### src/sdc_map.svh
`ifndef SDC_MAP_SVH
`define SDC_MAP_SVH
// register addresses (8-bit address port)
`define SDC_ADDR_CTRL      8'h00
`define SDC_ADDR_INPUT     8'h01
`define SDC_ADDR_SEQ       8'h02
`define SDC_ADDR_STATUS    8'h03
`define SDC_ADDR_RESULT    8'h04
`define SDC_ADDR_WINDOW_CONTROL   8'h05
`define SDC_ADDR_WINLO     8'h06
`define SDC_ADDR_WINHI     8'h07
`define SDC_ADDR_FLAGS     8'h08
`define SDC_ADDR_MASK      8'h09
// field positions
`define SDC_CTRL_START_BIT 0
`define SDC_FLAG_RDY_BIT   0
`define SDC_FLAG_WIN_BIT   1
`define SDC_STAT_BUSY_BIT  0
`define SDC_STAT_POS_LSB   4
// reset values
`define SDC_RST_INPUT      2'h0
`define SDC_RST_SEQ        3'h0
`define SDC_RST_WINDOW_COMPARE_MODE    3'h0
`define SDC_RST_BOUND      16'h0000
`define SDC_RST_MASK       2'h0
`define SDC_NUM_INPUTS     3
`endif

### src/sdc_pkg.sv
package sdc_pkg;
  typedef enum logic [2:0] {
    WIN_OFF,
    WIN_ABOVE,
    WIN_BELOW,
    WIN_INSIDE,
    WIN_OUTSIDE
  } win_mode_e;

  typedef struct packed {
    logic        start;
    logic [1:0]  input_num;
  } conv_req_s;

  typedef struct packed {
    logic        done;
    logic [15:0] value;
  } conv_res_s;
endpackage : sdc_pkg

### src/sdc_seq_pick.sv
`timescale 1ns/1ps
// picks lowest selected input at or above a floor
module sdc_seq_pick (
  input  wire logic [2:0] sel_i,
  input  wire logic [1:0] floor_i,
  output logic            found_o,
  output logic [1:0]      num_o
);
  logic [2:0] hit;
  genvar g;
  generate
    for (g = 0; g < 3; g++) begin : g_hit
      assign hit[g] = sel_i[g] && (2'(g) >= floor_i);
    end
  endgenerate
  assign found_o = |hit;
  assign num_o   = hit[0] ? 2'h0 : (hit[1] ? 2'h1 : 2'h2);
endmodule : sdc_seq_pick

### src/sdc_window.sv
`timescale 1ns/1ps
module sdc_window (
  input  wire logic [2:0]  mode_i,
  input  wire logic [15:0] value_i,
  input  wire logic [15:0] lower_i,
  input  wire logic [15:0] upper_i,
  output logic             hit_o
);
  sdc_pkg::win_mode_e mode;
  logic above;
  logic below;
  assign mode  = sdc_pkg::win_mode_e'(mode_i);
  assign above = value_i > lower_i;
  assign below = value_i < upper_i;
  always_comb begin
    case (mode)
      sdc_pkg::WIN_ABOVE:   hit_o = above;
      sdc_pkg::WIN_BELOW:   hit_o = below;
      sdc_pkg::WIN_INSIDE:  hit_o = above && below;
      sdc_pkg::WIN_OUTSIDE: hit_o = !(above && below);
      default:              hit_o = 1'b0;
    endcase
  end
endmodule : sdc_window

### src/sigma_delta_converter.sv
// Strobed register access and the address map are this design's own decisions.
`timescale 1ns/1ps
`include "sdc_map.svh"
// Function
// - each conversion yields a 16-bit result
// - one start runs a whole sequence
// - each input has a sequence select bit
// - sequence converts inputs in ascending order
// - active flag spans sequence start to final conversion; a start with an empty selection leaves it clear
// - position holds last converted input number
// - every conversion stores result, sets ready
// - next selected input starts without request
// - empty selection converts the input_select input
// - window mode field chooses comparison
// - window hit flag set on match
module sigma_delta_converter (
  input  wire logic        clk_i,
  input  wire logic        rst_n_i,
  input  wire logic [7:0]  addr_i,
  input  wire logic [31:0] wdata_i,
  input  wire logic        wr_i,
  input  wire logic        rd_i,
  output logic [31:0]      rdata_o,
  output logic             irq_o,
  output logic             conv_start_o,
  output logic [1:0]       conv_input_o,
  input  wire logic        conv_done_i,
  input  wire logic [15:0] conv_data_i
);
  typedef enum logic [1:0] {
    ST_IDLE,
    ST_START,
    ST_WAIT
  } state_e;

  state_e      state_reg, state_next;
  logic [1:0]  input_sel_reg;
  logic [2:0]  seq_sel_reg;
  logic [2:0]  window_compare_mode_reg;
  logic [15:0] win_lo_reg;
  logic [15:0] win_hi_reg;
  logic [15:0] result_reg;
  logic [1:0]  flags_reg, flags_next;
  logic [1:0]  mask_reg;
  logic        active_reg;
  logic [1:0]  position_reg;
  logic [1:0]  cur_reg, cur_next;
  logic        seq_mode_reg;
  logic [31:0] rdata_reg;
  logic        irq_reg;
  logic        start_reg;

  sdc_pkg::conv_res_s res;
  assign res = '{done: conv_done_i && (state_reg == ST_WAIT), value: conv_data_i};

  // start and input leave together so the front end never sees a mixed pair
  sdc_pkg::conv_req_s req;
  assign req = '{start: start_reg, input_num: cur_reg};

  // write decode
  wire wr_ctrl    = wr_i && (addr_i == `SDC_ADDR_CTRL);
  wire wr_input   = wr_i && (addr_i == `SDC_ADDR_INPUT);
  wire wr_seq     = wr_i && (addr_i == `SDC_ADDR_SEQ);
  wire wr_window_control = wr_i && (addr_i == `SDC_ADDR_WINDOW_CONTROL);
  wire wr_winlo   = wr_i && (addr_i == `SDC_ADDR_WINLO);
  wire wr_winhi   = wr_i && (addr_i == `SDC_ADDR_WINHI);
  wire wr_flags   = wr_i && (addr_i == `SDC_ADDR_FLAGS);
  wire wr_mask    = wr_i && (addr_i == `SDC_ADDR_MASK);
  // irq follows a mask write in the same cycle instead of lagging by one
  wire [1:0] mask_next = wr_mask ? wdata_i[1:0] : mask_reg;
  // a start while busy is ignored so a running sequence is never cut short
  wire start_req  = wr_ctrl && wdata_i[`SDC_CTRL_START_BIT] && (state_reg == ST_IDLE);

  // next input search
  logic       first_found;
  logic [1:0] first_num;
  logic       next_found;
  logic [1:0] next_num;
  wire  [1:0] next_floor = (cur_reg == 2'h2) ? 2'h3 : cur_reg + 2'h1;

  sdc_seq_pick u_first (
    .sel_i   (seq_sel_reg),
    .floor_i (2'h0),
    .found_o (first_found),
    .num_o   (first_num)
  );

  // floor 3 yields no hit, ending the sequence after the top input
  sdc_seq_pick u_next (
    .sel_i   (seq_sel_reg),
    .floor_i (next_floor),
    .found_o (next_found),
    .num_o   (next_num)
  );

  logic win_hit;
  sdc_window u_win (
    .mode_i  (window_compare_mode_reg),
    .value_i (conv_data_i),
    .lower_i (win_lo_reg),
    .upper_i (win_hi_reg),
    .hit_o   (win_hit)
  );

  wire more = seq_mode_reg && next_found;

  always_comb begin
    state_next = state_reg;
    cur_next   = cur_reg;
    case (state_reg)
      ST_IDLE: begin
        if (start_req) begin
          state_next = ST_START;
          cur_next   = first_found ? first_num : input_sel_reg;
        end
      end
      ST_START: state_next = ST_WAIT;
      ST_WAIT: begin
        if (res.done) begin
          if (more) begin
            state_next = ST_START;
            cur_next   = next_num;
          end else begin
            state_next = ST_IDLE;
          end
        end
      end
      default: state_next = ST_IDLE;
    endcase
  end

  // set wins over write-one clear
  always_comb begin
    flags_next = flags_reg & ~(wr_flags ? wdata_i[1:0] : 2'h0);
    if (res.done) begin
      flags_next[`SDC_FLAG_RDY_BIT] = 1'b1;
      if (win_hit) begin
        flags_next[`SDC_FLAG_WIN_BIT] = 1'b1;
      end
    end
  end

  // read mux
  logic [31:0] rd_mux;
  always_comb begin
    case (addr_i)
      `SDC_ADDR_INPUT:   rd_mux = {30'h0, input_sel_reg};
      `SDC_ADDR_SEQ:     rd_mux = {29'h0, seq_sel_reg};
      `SDC_ADDR_STATUS:  rd_mux = {26'h0, position_reg, 3'h0, active_reg};
      `SDC_ADDR_RESULT:  rd_mux = {16'h0, result_reg};
      `SDC_ADDR_WINDOW_CONTROL: rd_mux = {29'h0, window_compare_mode_reg};
      `SDC_ADDR_WINLO:   rd_mux = {16'h0, win_lo_reg};
      `SDC_ADDR_WINHI:   rd_mux = {16'h0, win_hi_reg};
      `SDC_ADDR_FLAGS:   rd_mux = {30'h0, flags_reg};
      `SDC_ADDR_MASK:    rd_mux = {30'h0, mask_reg};
      default:           rd_mux = 32'h0;
    endcase
  end

  always_ff @(posedge clk_i) begin
    if (!rst_n_i) begin
      state_reg     <= ST_IDLE;
      cur_reg       <= 2'h0;
      seq_mode_reg  <= 1'b0;
      active_reg    <= 1'b0;
      position_reg  <= 2'h0;
      result_reg    <= 16'h0000;
      flags_reg     <= 2'h0;
      start_reg     <= 1'b0;
    end else begin
      state_reg <= state_next;
      cur_reg   <= cur_next;
      flags_reg <= flags_next;
      start_reg <= (state_next == ST_START);
      if (start_req) begin
        seq_mode_reg <= first_found;
        active_reg   <= first_found;
      end else if (res.done && !more) begin
        active_reg <= 1'b0;
      end
      if (res.done) begin
        result_reg   <= res.value;
        position_reg <= cur_reg;
      end
    end
  end

  always_ff @(posedge clk_i) begin
    if (!rst_n_i) begin
      input_sel_reg <= `SDC_RST_INPUT;
      seq_sel_reg   <= `SDC_RST_SEQ;
      window_compare_mode_reg   <= `SDC_RST_WINDOW_COMPARE_MODE;
      win_lo_reg    <= `SDC_RST_BOUND;
      win_hi_reg    <= `SDC_RST_BOUND;
      mask_reg      <= `SDC_RST_MASK;
      rdata_reg     <= 32'h0;
      irq_reg       <= 1'b0;
    end else begin
      if (wr_input && wdata_i[1:0] < 2'(`SDC_NUM_INPUTS)) input_sel_reg <= wdata_i[1:0];
      if (wr_seq) seq_sel_reg <= wdata_i[2:0];
      if (wr_window_control) window_compare_mode_reg <= wdata_i[2:0];
      if (wr_winlo) win_lo_reg <= wdata_i[15:0];
      if (wr_winhi) win_hi_reg <= wdata_i[15:0];
      if (wr_mask) mask_reg <= wdata_i[1:0];
      rdata_reg <= rd_i ? rd_mux : 32'h0;
      irq_reg   <= |(flags_next & mask_next);
    end
  end

  assign rdata_o      = rdata_reg;
  assign irq_o        = irq_reg;
  assign conv_start_o = req.start;
  assign conv_input_o = req.input_num;

  property p_ready_on_done;
    @(posedge clk_i) disable iff (!rst_n_i)
      res.done |=> flags_reg[`SDC_FLAG_RDY_BIT] && result_reg == $past(conv_data_i);
  endproperty
  a_ready_on_done: assert property (p_ready_on_done) else $error("ready flag or result missing");

  property p_position;
    @(posedge clk_i) disable iff (!rst_n_i)
      res.done |=> position_reg == $past(cur_reg);
  endproperty
  a_position: assert property (p_position) else $error("position not recorded");

  property p_active_clear;
    @(posedge clk_i) disable iff (!rst_n_i)
      (res.done && !more) |=> !active_reg && state_reg == ST_IDLE;
  endproperty
  a_active_clear: assert property (p_active_clear) else $error("active not cleared at end");

  property p_auto_next;
    @(posedge clk_i) disable iff (!rst_n_i)
      (res.done && more) |=> state_reg == ST_START && conv_start_o && conv_input_o > $past(cur_reg);
  endproperty
  a_auto_next: assert property (p_auto_next) else $error("next input not started upward");

  property p_single;
    @(posedge clk_i) disable iff (!rst_n_i)
      (start_req && seq_sel_reg == 3'h0) |=> cur_reg == $past(input_sel_reg) && !active_reg;
  endproperty
  a_single: assert property (p_single) else $error("single input not used");

  property p_first_low;
    @(posedge clk_i) disable iff (!rst_n_i)
      (start_req && seq_sel_reg[0]) |=> cur_reg == 2'h0 && active_reg;
  endproperty
  a_first_low: assert property (p_first_low) else $error("sequence not from lowest");

  property p_win_off;
    @(posedge clk_i) disable iff (!rst_n_i)
      (window_compare_mode_reg == 3'h0 && !flags_reg[`SDC_FLAG_WIN_BIT]) |=> !flags_reg[`SDC_FLAG_WIN_BIT];
  endproperty
  a_win_off: assert property (p_win_off) else $error("window flag set while off");

  property p_sticky;
    @(posedge clk_i) disable iff (!rst_n_i)
      (flags_reg[`SDC_FLAG_RDY_BIT] && !wr_flags) |=> flags_reg[`SDC_FLAG_RDY_BIT];
  endproperty
  a_sticky: assert property (p_sticky) else $error("flag lost without clear");

  property p_win_set;
    @(posedge clk_i) disable iff (!rst_n_i)
      (res.done && win_hit) |=> flags_reg[`SDC_FLAG_WIN_BIT];
  endproperty
  a_win_set: assert property (p_win_set) else $error("window hit not flagged");

  property p_win_sticky;
    @(posedge clk_i) disable iff (!rst_n_i)
      (flags_reg[`SDC_FLAG_WIN_BIT] && !wr_flags) |=> flags_reg[`SDC_FLAG_WIN_BIT];
  endproperty
  a_win_sticky: assert property (p_win_sticky) else $error("window flag lost without clear");

  property p_clear_ready;
    @(posedge clk_i) disable iff (!rst_n_i)
      (wr_flags && wdata_i[`SDC_FLAG_RDY_BIT] && !res.done) |=> !flags_reg[`SDC_FLAG_RDY_BIT];
  endproperty
  a_clear_ready: assert property (p_clear_ready) else $error("ready flag not cleared");

  property p_clear_win;
    @(posedge clk_i) disable iff (!rst_n_i)
      (wr_flags && wdata_i[`SDC_FLAG_WIN_BIT] && !res.done) |=> !flags_reg[`SDC_FLAG_WIN_BIT];
  endproperty
  a_clear_win: assert property (p_clear_win) else $error("window flag not cleared");

  property p_ready_only_done;
    @(posedge clk_i) disable iff (!rst_n_i)
      (!res.done && !flags_reg[`SDC_FLAG_RDY_BIT]) |=> !flags_reg[`SDC_FLAG_RDY_BIT];
  endproperty
  a_ready_only_done: assert property (p_ready_only_done) else $error("ready flag set without conversion");

  property p_result_hold;
    @(posedge clk_i) disable iff (!rst_n_i)
      !res.done |=> $stable(result_reg);
  endproperty
  a_result_hold: assert property (p_result_hold) else $error("result changed without conversion");

  property p_start_pulse;
    @(posedge clk_i) disable iff (!rst_n_i)
      conv_start_o |=> !conv_start_o;
  endproperty
  a_start_pulse: assert property (p_start_pulse) else $error("start pulse longer than one cycle");

  property p_input_stable;
    @(posedge clk_i) disable iff (!rst_n_i)
      (state_reg == ST_WAIT && !res.done) |=> $stable(conv_input_o);
  endproperty
  a_input_stable: assert property (p_input_stable) else $error("input moved during conversion");

  property p_active_set;
    @(posedge clk_i) disable iff (!rst_n_i)
      (start_req && seq_sel_reg != 3'h0) |=> active_reg;
  endproperty
  a_active_set: assert property (p_active_set) else $error("active not set at sequence start");

  property p_active_hold;
    @(posedge clk_i) disable iff (!rst_n_i)
      (active_reg && !(res.done && !more)) |=> active_reg;
  endproperty
  a_active_hold: assert property (p_active_hold) else $error("active dropped inside sequence");

  property p_win_off_high;
    @(posedge clk_i) disable iff (!rst_n_i)
      (window_compare_mode_reg > 3'h4 && !flags_reg[`SDC_FLAG_WIN_BIT]) |=> !flags_reg[`SDC_FLAG_WIN_BIT];
  endproperty
  a_win_off_high: assert property (p_win_off_high) else $error("window flag set in unused mode");

  property p_idle_quiet;
    @(posedge clk_i) disable iff (!rst_n_i)
      (state_reg == ST_IDLE && !start_req) |=> !conv_start_o;
  endproperty
  a_idle_quiet: assert property (p_idle_quiet) else $error("conversion started without request");

  property p_irq_level;
    @(posedge clk_i) disable iff (!rst_n_i)
      irq_o == (|(flags_reg & mask_reg));
  endproperty
  a_irq_level: assert property (p_irq_level) else $error("interrupt level wrong");

  property p_input_range;
    @(posedge clk_i) disable iff (!rst_n_i)
      conv_start_o |-> conv_input_o != 2'h3;
  endproperty
  a_input_range: assert property (p_input_range) else $error("conversion on missing input");
endmodule : sigma_delta_converter

### config.mk
export PLATFORM = sky130hd
export DESIGN_NAME = sigma_delta_converter
export DESIGN_NICKNAME = d
export VERILOG_FILES = /design/src/sdc_pkg.sv /design/src/sdc_seq_pick.sv /design/src/sdc_window.sv /design/src/sigma_delta_converter.sv
export VERILOG_INCLUDE_DIRS = /design/src
export SDC_FILE = /design/constraint.sdc
export NUM_CORES = 1
export LEC_CHECK = 0
export BUFFER_PORTS_ARGS = -buffer_cell sky130_fd_sc_hd__buf_2
export CORE_MARGIN = 3
export CORE_UTILIZATION = 59
export DETAILED_ROUTE_END_ITERATION = 8
export GPL_TIMING_DRIVEN = 1
export PLACE_DENSITY = 0.86
export SLEW_MARGIN = 20
export SYNTH_ARGS = -nofsm -noshare
export SYNTH_HDL_FRONTEND = slang
export SYNTH_SLANG_ARGS = --single-unit
### constraint.sdc
create_clock -name clk_i -period 4.7 [get_ports clk_i]
set_input_delay 0.47 -clock clk_i [delete_from_list [all_inputs] [get_ports clk_i]]
set_output_delay 0.47 -clock clk_i [all_outputs]
set_load 0.01 [all_outputs]
==> flow_summary.json <==
{
  "outcome": "complete, no violations",
  "drc": 0,
  "power_density_mw_per_mm2": 267,
  "critical_path.cell_chain": "buf_2 -> nor4_2 -> nand2_1 -> nor2_2 -> nand3_1 -> nand2_1 -> a21oi_1",
  "rsz0062_at_grt": "false",
  "cts_buffers": 9,
  "critPathMaxFanout": 19,
  "hp-class": "primary input to flip-flop",
  "timing.fmax_ghz": 0.368,
  "p_sw_mw": 0.309,
  "cp.required_ps": 4890,
  "cp_num_buf_inv": 1,
  "arrival_ps": 2900,
  "holdBufCountCts": 0,
  "synth_top_area_share_pct": 39.2,
  "async_flop_share_pct": 0,
  "cts.path.max_buffers": 2,
  "power_mw": 1.29,
  "ctsResizeCount": 0,
  "ant_nets": 0,
  "period_minus_slack_ps": 2720,
  "grt_pass1_vias": 3817,
  "hold_violations": 0,
  "synth_seq_area_share_pct": 39.2,
  "leakagePower_nw": 1.76,
  "met2_usage_pct": 40.6,
  "drive_gt1_share_pct": 14.1,
  "fillers": 579,
  "vdd.ir_drop.worst_mv": 0.138,
  "drt_wl_total_um": 11000,
  "slowest_stage": "nand3_1",
  "cts_tree": "done",
  "drtIter0Drc": 335,
  "syn_to_final_growth_pct": 10.0,
  "maxCapViolCount": 0,
  "routedWlPerCell_um": 15.5,
  "worst_pin_slew_ps": 1070,
  "dp_hpwl_um": 8130,
  "row_count": 30,
  "core_area_mm2": 0.00702,
  "relSlewSlack_pct": 28.3,
  "cpMostUsedCell": "nand2_1",
  "initial_core_util_pct": 62.5,
  "dr.pass1.iters": 5,
  "synth.area.top_cells": "dfxtp_1, nand2_1, ha_1",
  "postCtsSetupBuffers": 0,
  "syn_area_mm2": 0.00439,
  "clock_skew_ps": 8.76,
  "routed_via_density": 5.75,
  "num_vias": 4094,
  "pwr-share-comb_pct": 7.7,
  "die_x_um": 92.2,
  "synthFlopType": "dfxtp_1",
  "gr-usage-all-layers_pct": 26.2,
  "top_level_ports": 97,
  "yosysWarnings": 0,
  "startpoint_type": "primary input",
  "synth_area_per_cell_um2": 7.77,
  "grt_pass1_wl_um": 17600,
  "antennaDiodeCount": 0,
  "netlist_instances": 565,
  "synth_edf_count": 0,
  "met3_usage_pct": 4.59,
  "switching_share_pct": 24.0,
  "die_h_um": 92.2,
  "grt_max_degree": 65,
  "p_clk_share_pct": 35.7,
  "gp_congestion": 0.934,
  "setup_viol": 0,
  "tns_ps": 0,
  "internal-power_mw": 0.980,
  "antenna_found_initial": 0,
  "root_buffer": "clkbuf_8",
  "crit_path_max_incr_delay_ps": 670,
  "clk_pin_slew_worst_paths_ps": 70,
  "multi_input_area_mm2": 0.00236,
  "end_kind": "flip-flop",
  "regToRegSetupSlack_ps": 2230,
  "final_nets": 706,
  "yosysTopAreaCell": "dfxtp_1",
  "power_frac_seq_pct": 56.6,
  "die-area_mm2": 0.00851,
  "io_buffers": 64,
  "grt_overflow": 0,
  "synth-seq-cells": 86,
  "finalCritPeriodShare_pct": 57.8,
  "path_delay_family": "simple AND/OR/NAND/NOR gates",
  "htree_levels": 3,
  "worstSetupPathType": "primary input to flip-flop",
  "clock_latency_ps": 370,
  "gr-usage-met1_pct": 35.7,
  "slew_viol_final": 0,
  "seq_area_mm2": 0.00172,
  "synth.distinct_cells": 50,
  "grt-busiest-layer": "met2",
  "cts.sinks": 86
}
## per-stage QoR
stage / util [%] / area [um2] / worst slack (ps) / instances / hold WS (ps)
after floorplan: - / 4440 / 2390 / 580 / 436
after global placement: 66.4 / 4660 / 1800 / 697 / 442
after detailed placement: 66.4 / 4660 / 1680 / 697 / 448
after CTS: 68.8 / 4830 / 2030 / 712 / 347
after global routing: 68.8 / 4830 / 1780 / 712 / 361
final: 68.8 / 4830 / 1980 / 712 / 353
## cells in the mapped netlist (3+ instances only)
library cell / n
nand2_1: 132
dfxtp_1: 86
a21oi_1: 70
nor2_1: 40
inv_1: 34
ha_1: 33
clkbuf_1: 21
o21ai_0: 19
buf_4: 16
a22oi_1: 13
nand3_1: 10
mux2i_1: 9
nor3_1: 8
nand2b_1: 6
nand4_1: 6
a22o_1: 5
buf_2: 5
a21o_1: 4
a222oi_1: 3
and2_1: 3
nor2b_1: 3
o211ai_1: 3
## worst register-to-register path, stage by stage, from the launching register on
cell	delay [ps]
dfxtp_1	340
inv_1	90
ha_1	340
nand4_2	150
or4_4	570
a21oi_2	120
o31ai_1	100
a22o_1	250
o311a_1	320
o21ai_1	130
## power by group through the flow
stage | Combinational (mW) | Clock (mW) | Sequential, mW
after floorplan | 0.0652 | 0 | 0.746
after global placement | 0.0922 | 0 | 0.746
after detailed placement | 0.0958 | 0 | 0.746
after CTS | 0.0965 | 0.462 | 0.729
after global routing | 0.108 | 0.493 | 0.729
final | 0.0992 | 0.460 | 0.729
## cells in the final DEF (no fill, tap or decap), types with 4 or more instances in the layout
cell type | synthesis | final
nand3_1 | 10 | 10
o21ai_0 | 19 | 19
nor2_1 | 40 | 40
nor3_1 | 8 | 8
nand2_1 | 132 | 132
dfxtp_1 | 86 | 86
inv_1 | 34 | 34
nand4_1 | 6 | 6
buf_2 | 5 | 64
a21o_1 | 4 | 4
a22o_1 | 5 | 5
clkbuf_8 | 0 | 11
conb_1 | 1 | 16
nand2b_1 | 6 | 6
mux2i_1 | 9 | 9
a21oi_1 | 70 | 70
ha_1 | 33 | 33
a22oi_1 | 13 | 13
## path summary, 6_finish.rpt
check,startpoint,end,cells after the start
worst min-delay path,wdata_i[8],win_hi_reg[8]$_SDFFE_PN0P_,3
worst max register to register,win_lo_reg[14]$_SDFFE_PN0P_,irq_o$_SDFF_PN0_,9
worst min register to register,position_reg[0]$_SDFFE_PN0P_,position_reg[0]$_SDFFE_PN0P_,2
worst max-delay path,addr_i[5],win_hi_reg[11]$_SDFFE_PN0P_,7
## kinds of logic (layout without fill, tap and decap cells)
logic type / after synthesis / in the layout / synth area share (%)
muxes: 9 / 9 / 2.05
other: 1 / 16 / 0.0855
adders and majority gates: 33 / 33 / 9.41
and+or+nand+nor: 220 / 220 / 21.8
buffers and inverters: 79 / 115 / 8.27
DFF: 86 / 86 / 39.2
AOI/OAI and AO/OA: 137 / 137 / 19.2
## cell type report
class	instances	area share [%]
clock buffers	14	3.37
clock inverters	1	0.104
inverters	35	2.72
multi-input cells	415	48.9
flip-flops and latches	86	35.7
well taps	96	2.49
repair buffers	65	6.79
## layer usage
metal | vias to the layer above | routed length [um]
li1 | 1984 | -
met1 | 1846 | 4730
met2 | 237 | 4870
met3 | 27 | 1140
met4 | 0 | 267
met5 | - | 0
No activity file was read; power rests on OpenSTA's default activity.
